$ cat src/rtl/smat_regs.svh
/*
  Constants for the static address table: entry image bit positions for
  host reads and writes, table geometry, indirect command codes.
  Assumes inclusion by bare name from the table package and modules.
*/
`ifndef SMAT_REGS_SVH
`define SMAT_REGS_SVH

`define SMAT_ENTRIES 32
`define SMAT_IDX_W 5
`define SMAT_ADDR_W 48
`define SMAT_GID_W 7
`define SMAT_PORTS_W 5
// Indirect control codes
`define SMAT_CTL_READ 8'h10
`define SMAT_CTL_WRITE 8'h00
// Read image layout
`define SMAT_RD_GID_HI 63
`define SMAT_RD_GID_LO 57
`define SMAT_RD_USE 56
`define SMAT_RD_RSVD 55
// Write image layout
`define SMAT_WR_GID_HI 62
`define SMAT_WR_GID_LO 56
`define SMAT_WR_USE 55
// Common fields
`define SMAT_OVR 54
`define SMAT_VLD 53
`define SMAT_PM_HI 52
`define SMAT_PM_LO 48
`define SMAT_MAC_HI 47
`define SMAT_MAC_LO 0
// Reserved low port mask pattern and broadcast pattern
`define SMAT_PM_RSVD 5'h01
`define SMAT_PM_BCAST 5'h1f

`endif

$ cat src/rtl/smat_pkg.sv
/*
  Types for the static address table: stored entry, lookup request,
  and lookup answer. Assumes smat_regs.svh is on the include path.
*/
`include "smat_regs.svh"

package smat_pkg;

  // One stored table entry
  typedef struct packed {
    logic [`SMAT_GID_W-1:0] filter_group_id;
    logic group_match_enable;
    logic override;
    logic valid;
    logic [`SMAT_PORTS_W-1:0] port_mask;
    logic [`SMAT_ADDR_W-1:0] mac;
  } smat_entry_s;

  // Destination or source lookup request
  typedef struct packed {
    logic is_dest;
    logic [`SMAT_GID_W-1:0] filter_group_id;
    logic [`SMAT_ADDR_W-1:0] mac;
    logic [`SMAT_PORTS_W-1:0] ingress_mask;
  } smat_req_s;

  // Answer from the dynamic table
  typedef struct packed {
    logic hit;
    logic [`SMAT_PORTS_W-1:0] port_mask;
  } smat_dyn_s;

  // Final forwarding decision
  typedef struct packed {
    logic static_hit;
    logic hit;
    logic override;
    logic [`SMAT_PORTS_W-1:0] port_mask;
  } smat_fwd_s;

endpackage

$ cat src/rtl/smat_store.sv
/*
  Entry store for the static address table: registered entries with a
  single write port and a registered host read port. Matching needs
  every entry at once, so the entries are flattened out as well.
  Assumes a single clock and an asynchronous active-low reset.
*/
`timescale 1ns/10ps
`include "smat_regs.svh"

module smat_store
  import smat_pkg::*;
#(
  parameter int ENTRIES = `SMAT_ENTRIES,
  parameter int IDX_W = `SMAT_IDX_W
) (
  // Clock and reset
  input wire logic sys_clk,
  input wire logic rst_n,
  // Write port
  input wire logic wr_en,
  input wire logic [IDX_W-1:0] wr_idx,
  input smat_pkg::smat_entry_s wr_data,
  // Registered read port
  input wire logic rd_en,
  input wire logic [IDX_W-1:0] rd_idx,
  output smat_pkg::smat_entry_s rd_data,
  // All entries for parallel matching
  output smat_pkg::smat_entry_s [ENTRIES-1:0] entries
);

  smat_entry_s mem_r [ENTRIES];
  smat_entry_s rd_data_r;

  // Entries change only by the write port, never by age
  genvar gi;
  for (gi = 0; gi < ENTRIES; gi++) begin : g_ent
    always_ff @(posedge sys_clk or negedge rst_n) begin
      if (!rst_n) begin
        mem_r[gi] <= '0;
      end else if (wr_en && wr_idx == IDX_W'(gi)) begin
        mem_r[gi] <= wr_data;
      end
    end
    assign entries[gi] = mem_r[gi];
  end

  // Host read data held in a register
  always_ff @(posedge sys_clk or negedge rst_n) begin
    if (!rst_n) begin
      rd_data_r <= '0;
    end else if (rd_en) begin
      rd_data_r <= mem_r[rd_idx];
    end
  end

  assign rd_data = rd_data_r;

endmodule

$ cat src/rtl/smat_table.sv
/*
  Static destination address table of a small switch. Holds host
  programmed forwarding entries, matches destination lookups in one
  cycle and merges the answer with the dynamic table's result.
  Assumes the SPI transport decodes the indirect control, index and
  data bytes and presents them here as same-clock strobes; the
  dynamic table answer arrives in the same cycle as the request.
  Limitation: an index strobe always acts on the image as it stands, so
  a host that skips data bytes stores whatever they last held.
*/
`timescale 1ns/10ps
`include "smat_regs.svh"

// Notes on behaviour
// - Destination lookups search the static table and use the dynamic result.
// - Source lookups never search the static table; only dynamic applies.
// - A static hit wins over a dynamic hit for destinations.
// - Only the host command port can change entries.
// - Entries never age or vanish on their own.
// - Thirty-two entries; read and write images place fields differently.
// - Read image: group 63-57, use 56, reserved 55, override 54, valid 53.
// - Write image: group 62-56, use 55, override 54, valid 53, ports 52-48.
// - Use flag set matches group and address; clear matches address only.
// - Override lets forwarding pass spanning-tree port blocking.
// - Entries with valid clear take no part in matching.
// - Port mask selects ports; 11111 floods all but the ingress port.
// - Filter group identifier is seven bits, one of 128 groups.
// - Read: control 0x10, index write triggers, eight bytes out MSB first.
// - Write: load eight bytes, control 0x00, index write triggers store.
module smat_table
  import smat_pkg::*;
#(
  parameter int ENTRIES = `SMAT_ENTRIES,
  parameter int IDX_W = `SMAT_IDX_W
) (
  // Clock and reset
  input wire logic sys_clk,
  input wire logic rst_n,
  // Host indirect access strobes
  input wire logic ctl_wr,
  input wire logic [7:0] ctl_data,
  input wire logic idx_wr,
  input wire logic [IDX_W-1:0] idx_data,
  input wire logic byte_wr,
  input wire logic [2:0] byte_sel,
  input wire logic [7:0] byte_data,
  input wire logic [2:0] rd_byte_sel,
  output logic [7:0] rd_byte,
  output logic rd_done,
  // Lookup request and dynamic table answer
  input wire logic lk_valid,
  input smat_pkg::smat_req_s lk_req,
  input smat_pkg::smat_dyn_s dyn_ans,
  // Forwarding decision
  output logic fwd_valid,
  output smat_pkg::smat_fwd_s fwd
);

  smat_entry_s [ENTRIES-1:0] entries;
  smat_entry_s rd_entry;
  smat_entry_s wr_entry;
  logic [63:0] wr_image_r;
  logic [63:0] rd_image;
  logic read_mode_r;
  logic rd_pend_r;
  logic wr_en;
  logic rd_en;
  logic [ENTRIES-1:0] hit_vec;
  smat_entry_s hit_ent;
  logic static_hit;
  logic fwd_valid_r;
  smat_fwd_s fwd_r;

  // Host data bytes, byte 0 carries bits 63-56
  // load image bytes
  always_ff @(posedge sys_clk or negedge rst_n) begin
    if (!rst_n) begin
      wr_image_r <= '0;
    end else if (byte_wr) begin
      wr_image_r[(7 - byte_sel) * 8 +: 8] <= byte_data;
    end
  end

  // Control register picks read or write
  // Any code other than the read code selects write
  // 0x10 selects read
  always_ff @(posedge sys_clk or negedge rst_n) begin
    if (!rst_n) begin
      read_mode_r <= 1'b0;
    end else if (ctl_wr) begin
      read_mode_r <= (ctl_data == `SMAT_CTL_READ);
    end
  end

  // Index write is the trigger; other codes are not this table's
  // only host strobes write
  assign wr_en = idx_wr && !read_mode_r;
  assign rd_en = idx_wr && read_mode_r;

  // Unpack the write image
  // Bit 63 is dropped on write; the entry has no home for it
  // write layout
  always_comb begin
    wr_entry = '0;
    wr_entry.filter_group_id = wr_image_r[`SMAT_WR_GID_HI:`SMAT_WR_GID_LO];
    wr_entry.group_match_enable = wr_image_r[`SMAT_WR_USE];
    wr_entry.override = wr_image_r[`SMAT_OVR];
    wr_entry.valid = wr_image_r[`SMAT_VLD];
    wr_entry.port_mask = wr_image_r[`SMAT_PM_HI:`SMAT_PM_LO];
    wr_entry.mac = wr_image_r[`SMAT_MAC_HI:`SMAT_MAC_LO];
  end

  smat_store #(
    .ENTRIES(ENTRIES),
    .IDX_W(IDX_W)
  ) u_store (
    .sys_clk(sys_clk),
    .rst_n(rst_n),
    .wr_en(wr_en),
    .wr_idx(idx_data),
    .wr_data(wr_entry),
    .rd_en(rd_en),
    .rd_idx(idx_data),
    .rd_data(rd_entry),
    .entries(entries)
  );

  // Repack into the read image, reserved bit reads zero
  // read layout
  always_comb begin
    rd_image = '0;
    rd_image[`SMAT_RD_GID_HI:`SMAT_RD_GID_LO] = rd_entry.filter_group_id;
    rd_image[`SMAT_RD_USE] = rd_entry.group_match_enable;
    rd_image[`SMAT_OVR] = rd_entry.override;
    rd_image[`SMAT_VLD] = rd_entry.valid;
    rd_image[`SMAT_PM_HI:`SMAT_PM_LO] = rd_entry.port_mask;
    rd_image[`SMAT_MAC_HI:`SMAT_MAC_LO] = rd_entry.mac;
  end

  // Read data ready one cycle after the trigger
  // The store's read register is what costs that cycle
  always_ff @(posedge sys_clk or negedge rst_n) begin
    if (!rst_n) begin
      rd_pend_r <= 1'b0;
    end else begin
      rd_pend_r <= rd_en;
    end
  end

  assign rd_done = rd_pend_r;

  // Plain mux of the read register; bytes may be fetched in any order
  // bytes most significant first
  assign rd_byte = rd_image[(7 - rd_byte_sel) * 8 +: 8];

  // Parallel match across all entries
  // One comparator per entry costs area but answers every lookup in a cycle
  genvar gi;
  for (gi = 0; gi < ENTRIES; gi++) begin : g_match
    assign hit_vec[gi] = entries[gi].valid &&
                         entries[gi].mac == lk_req.mac &&
                         (!entries[gi].group_match_enable ||
                          entries[gi].filter_group_id == lk_req.filter_group_id);
  end

  // Lowest index wins if the host loaded duplicates
  // Duplicates are a host error; a fixed order keeps the answer stable
  always_comb begin
    hit_ent = '0;
    for (int i = ENTRIES - 1; i >= 0; i--) begin
      if (hit_vec[i]) begin
        hit_ent = entries[i];
      end
    end
  end

  assign static_hit = lk_req.is_dest && (|hit_vec);

  // Registered forwarding decision
  // Held until the next lookup so a slow consumer can still read it
  // search both tables for destinations; sources use the dynamic table only
  always_ff @(posedge sys_clk or negedge rst_n) begin
    if (!rst_n) begin
      fwd_valid_r <= 1'b0;
      fwd_r <= '0;
    end else begin
      fwd_valid_r <= lk_valid;
      if (lk_valid) begin
        fwd_r.static_hit <= static_hit;
        if (static_hit) begin
          fwd_r.hit <= 1'b1;
          fwd_r.override <= hit_ent.override;
          if (hit_ent.port_mask == `SMAT_PM_BCAST) begin
            fwd_r.port_mask <= `SMAT_PM_BCAST & ~lk_req.ingress_mask;
          end else begin
            fwd_r.port_mask <= hit_ent.port_mask & ~`SMAT_PM_RSVD;
          end
        end else begin
          fwd_r.hit <= dyn_ans.hit;
          fwd_r.override <= 1'b0;
          fwd_r.port_mask <= dyn_ans.port_mask;
        end
      end
    end
  end

  assign fwd_valid = fwd_valid_r;
  assign fwd = fwd_r;

endmodule

$ cat config.mk
export PLATFORM = sky130hd
export DESIGN_NAME = smat_table
export DESIGN_NICKNAME = d
export VERILOG_FILES = /design/src/rtl/smat_pkg.sv /design/src/rtl/smat_store.sv /design/src/rtl/smat_table.sv
export VERILOG_INCLUDE_DIRS = /design/src /design/src/rtl
export SDC_FILE = /design/constraint.sdc
export NUM_CORES = 2
export LEC_CHECK = 0
export BUFFER_PORTS_ARGS = -buffer_cell sky130_fd_sc_hd__buf_4
export CAP_MARGIN = 10
export CORE_AREA = 4 4 476 478
export CTS_CLUSTER_DIAMETER = 80
export DETAILED_ROUTE_END_ITERATION = 16
export DIE_AREA = 0 0 480 482
export PLACE_DENSITY = 0.69
export SLEW_MARGIN = 10
export SYNTH_ARGS = -nofsm -noshare
export SYNTH_HDL_FRONTEND = slang
export SYNTH_SLANG_ARGS = --single-unit
export TNS_END_PERCENT = 50
$ cat constraint.sdc
create_clock -name sys_clk -period 6.5 [get_ports sys_clk]
set_clock_uncertainty 0.2 [all_clocks]
set_input_delay 0.65 -clock sys_clk [delete_from_list [all_inputs] [get_ports sys_clk]]
set_output_delay 0.65 -clock sys_clk [all_outputs]
set_load 0.03 [all_outputs]
==> out/metrics.yaml <==
routing:
  viasPerCell: 7.48
  drc: 0
  drtIter0Drc: 16701
  drt-wirelength-per-cell_um: 49.6
  vias: 93839
  dr.pass1.iters: 8
  ant_nets: 0
  routed_wl_um: 623000
power:
  ir_worst_vdd_uv: 314
  power_mw: 48.3
  powerDensity_mw_per_mm2: 359
  p_leak_nw: 59.0
placement:
  place_area_mm2: 0.126
  gp_congestion: 1.15
  dpl.hpwl_um: 456000
  io_buffers: 117
critical_path:
  worstSetupStartpoint: "u_store.entries[1332]$_DFFE_PN0P_"
  cp.required_ns: 7.07
  worstSetupEndpoint: "fwd[1]$_DFFE_PN0P_"
  reg2reg_setup_slack_ns: 0.02
  crit_fanout: 10
  crit_path_end_kind: "flop"
  cp.arrival_ns: 7.05
  ff2ff_path_depth: 18
  timing.rr.end: "fwd[1]$_DFFE_PN0P_"
  timing.rr.start: "u_store.entries[1332]$_DFFE_PN0P_"
  criticalPathCategory: "reg -> reg"
  cp-start-kind: "flop"
die:
  coreArea_mm2: 0.222
  die_h_um: 482
  die_area_mm2: 0.231
  dieWidth_um: 480
  initial_core_util_pct: 53.8
  row_count: 173
  io_pins: 118
global_routing:
  grt_max_degree: 185
  grtUsageTotal_pct: 53.2
  grt_util_met1_pct: 65.8
  grt_pass1_vias: 87829
  grt.busiest_layer: "met2"
  grt_overflow: 0
  antenna_found_initial: 97
  grt_use_met3_pct: 33.1
  use_met2_pct: 68.7
  grt_pass1_wl_um: 822000
cells_and_area:
  fin_nets: 9424
  drive_gt1_share_pct: 38.7
  syn_to_final_growth_pct: 12.7
  fin_area_mm2: 0.135
timing:
  fin_crit_sh_pct: 99.7
  rsz0062_at_grt: "no"
  slew-limit-headroom_pct: 0.826
  hold_viol: 0
  whs_ns: 0.0465
  fmax_mhz: 154
  tns_ns: 0
  setup_violations: 0
  fin_crit_ns: 6.48
  worst_pin_slew_ns: 1.48
  maxSlewViolCount: 0
outcome:
  violations: "max-capacitance violations"
  status: "complete, but fails checks"
synth:
  syn_area_per_cell_um2: 13.0
  synth_edf_count: 0
  postSynthCellCount: 9217
  synth-async-reset-ratio_pct: 100
  ys_ff_latch: 2153
  synth_fp_nets: 9319
  synth_top_area_share_pct: 45.1
  synthFlopType: "dfrtp_1"
  yosysTopAreaCell: "dfrtp_1"
  yosysUniqueCellTypes: 93
  yosys_warnings: 0
  syn_area_mm2: 0.119
  ys_seq_area_share_pct: 45.1
  synth_area_leaders: "dfrtp_1, mux2_2, mux4_2"
clock_network:
  cts_root_buf: "clkbuf_16"
  cts_buffers: 233
  clkSlewWorstSetupHoldPaths_ns: 0.06
  htree_levels: 4
  clk_latency_ns: 0.94
  cts_tree: "yes"
  postCtsSetupRepairBufs: 0
  clockBufferDepth: 3
  clock_sinks: 2153
job:
  drv_cap: 1
hold_path:
  hold_class: "in -> async"
[flip-flops by register name, summed over array words and instances, names as in the netlist]
| name | count |
|---|---|
| fwd_valid | 1 |
| rd_done | 1 |
| u_store.entries | 2016 |
| fwd | 8 |
| u_store.rd_data | 63 |
| read_mode_r | 1 |
| wr_image_r | 63 |
[final cells by class]
cell class,count,area (um^2)
diodes,56,140
clock buffers,328,6750
clock inverters,101,1460
fillers,17630,87300
inverters,137,517
multi-input cells,6099,61800
flip-flops and latches,2153,53900
well taps,2975,3720
repair buffers,698,6320
[worst min-delay path by stage]
stage | from | to | depth (start not counted)
CTS | idx_wr | rd_done$_DFF_PN0_ | 2
detailed placement | wr_image_r[59]$_DFFE_PN0P_ | wr_image_r[59]$_DFFE_PN0P_ | 1
global route | idx_wr | rd_done$_DFF_PN0_ | 2
floorplan | rst_n | fwd[0]$_DFFE_PN0P_ | 0
finish | rst_n | u_store.entries[365]$_DFFE_PN0P_ | 2
global placement | wr_image_r[61]$_DFFE_PN0P_ | wr_image_r[61]$_DFFE_PN0P_ | 1
[metal layers]
metal  vias to the layer above  part of all wire, %
li1                      33889                    -
met1                     49011                   35
met2                      8823                   38
met3                      2046                   18
met4                        70                  8.6
met5                         -                 0.30
[critical path, stage by stage, from the launching register on]
cell,delay (ns)
dfrtp_1,0.43
xnor2_1,0.95
nand4_1,0.79
nor4_1,0.92
nand4_1,0.17
buf_4,0.25
nor2_2,0.14
buf_12,0.15
a21oi_1,0.05
o2111a_1,0.24
a211oi_1,0.81
buf_4,0.24
a311oi_1,0.11
nor3_1,0.25
buf_4,0.15
nand4_2,0.12
buf_4,0.17
nor2_1,0.10
o311ai_1,0.10
[per-stage QoR]
step	setup WS (ns)	std cells	util [%]
2_1_floorplan	2.36	9217	-
5_1_grt	0.193	12502	60.6
4_1_cts	0.436	12490	60.6
3_5_place_dp	0.00474	12038	56.8
3_3_place_gp	-0.797	12036	56.8
6_report	0.0224	12547	60.7
[logic make-up after synthesis]
logic type | count (synthesis) | share of synthesized area (%)
compound gates | 692 | 3.86
simple gates | 1256 | 5.60
xor+xnor | 1563 | 11.5
fa+ha+maj | 2 | 0.0209
buf+inv | 965 | 3.56
flops | 2153 | 45.1
mux | 2586 | 30.4
[cells in the final DEF (no fill, tap or decap), types with 31 or more instances in the layout]
| cell | netlist | final |
|---|---|---|
| dfrtp_1 | 2153 | 2148 |
| a21oi_1 | 107 | 107 |
| mux2i_1 | 72 | 70 |
| clkbuf_16 | 0 | 234 |
| nor3_1 | 62 | 56 |
| buf_12 | 0 | 78 |
| o22ai_1 | 42 | 42 |
| mux2_2 | 1868 | 1868 |
| xnor2_1 | 1021 | 1020 |
| o21ai_0 | 257 | 257 |
| o2111ai_1 | 31 | 31 |
| clkinv_2 | 0 | 46 |
| nand2_1 | 308 | 296 |
| inv_1 | 126 | 126 |
| nand4_1 | 276 | 276 |
| buf_4 | 48 | 590 |
| nor4_1 | 175 | 165 |
| diode_2 | 0 | 56 |
| xor2_1 | 542 | 541 |
| nor2_1 | 153 | 141 |
| clkbuf_1 | 547 | 40 |
| mux4_2 | 645 | 645 |
| clkbuf_8 | 0 | 54 |
| nand3_1 | 81 | 79 |
| nand2b_1 | 64 | 64 |
[what timing repair did]
action                                 CTS  global route
setup endpoints to repair                0             1
endpoints found under the hold margin  152             0
hold buffers                            23             0
resized for setup                        0             1
[cells in the mapped netlist, drive strengths merged, types with 25 or more instances]
library cell  instances
o2111ai              31
a21oi               107
nor4                177
mux4                645
dfrtp              2153
mux2i                72
o21ai               260
xor2                542
a22o                 25
nand2               308
nor3                 64
o22ai                42
nand3                81
nor2                156
buf                 281
nor2b                28
nand4               277
mux2               1869
xnor2              1021
clkbuf              547
inv                 137
nand2b               64
[power by group]
group / switching (mW) / internal (mW) / leakage, nW / total [mW]
logic: 8.57 / 5.38 / 26.2 / 14.0
clock network: 6.12 / 8.35 / 4.05 / 14.5
registers: 3.81 / 16.1 / 28.7 / 19.9
No activity file was read; power rests on OpenSTA's default activity.
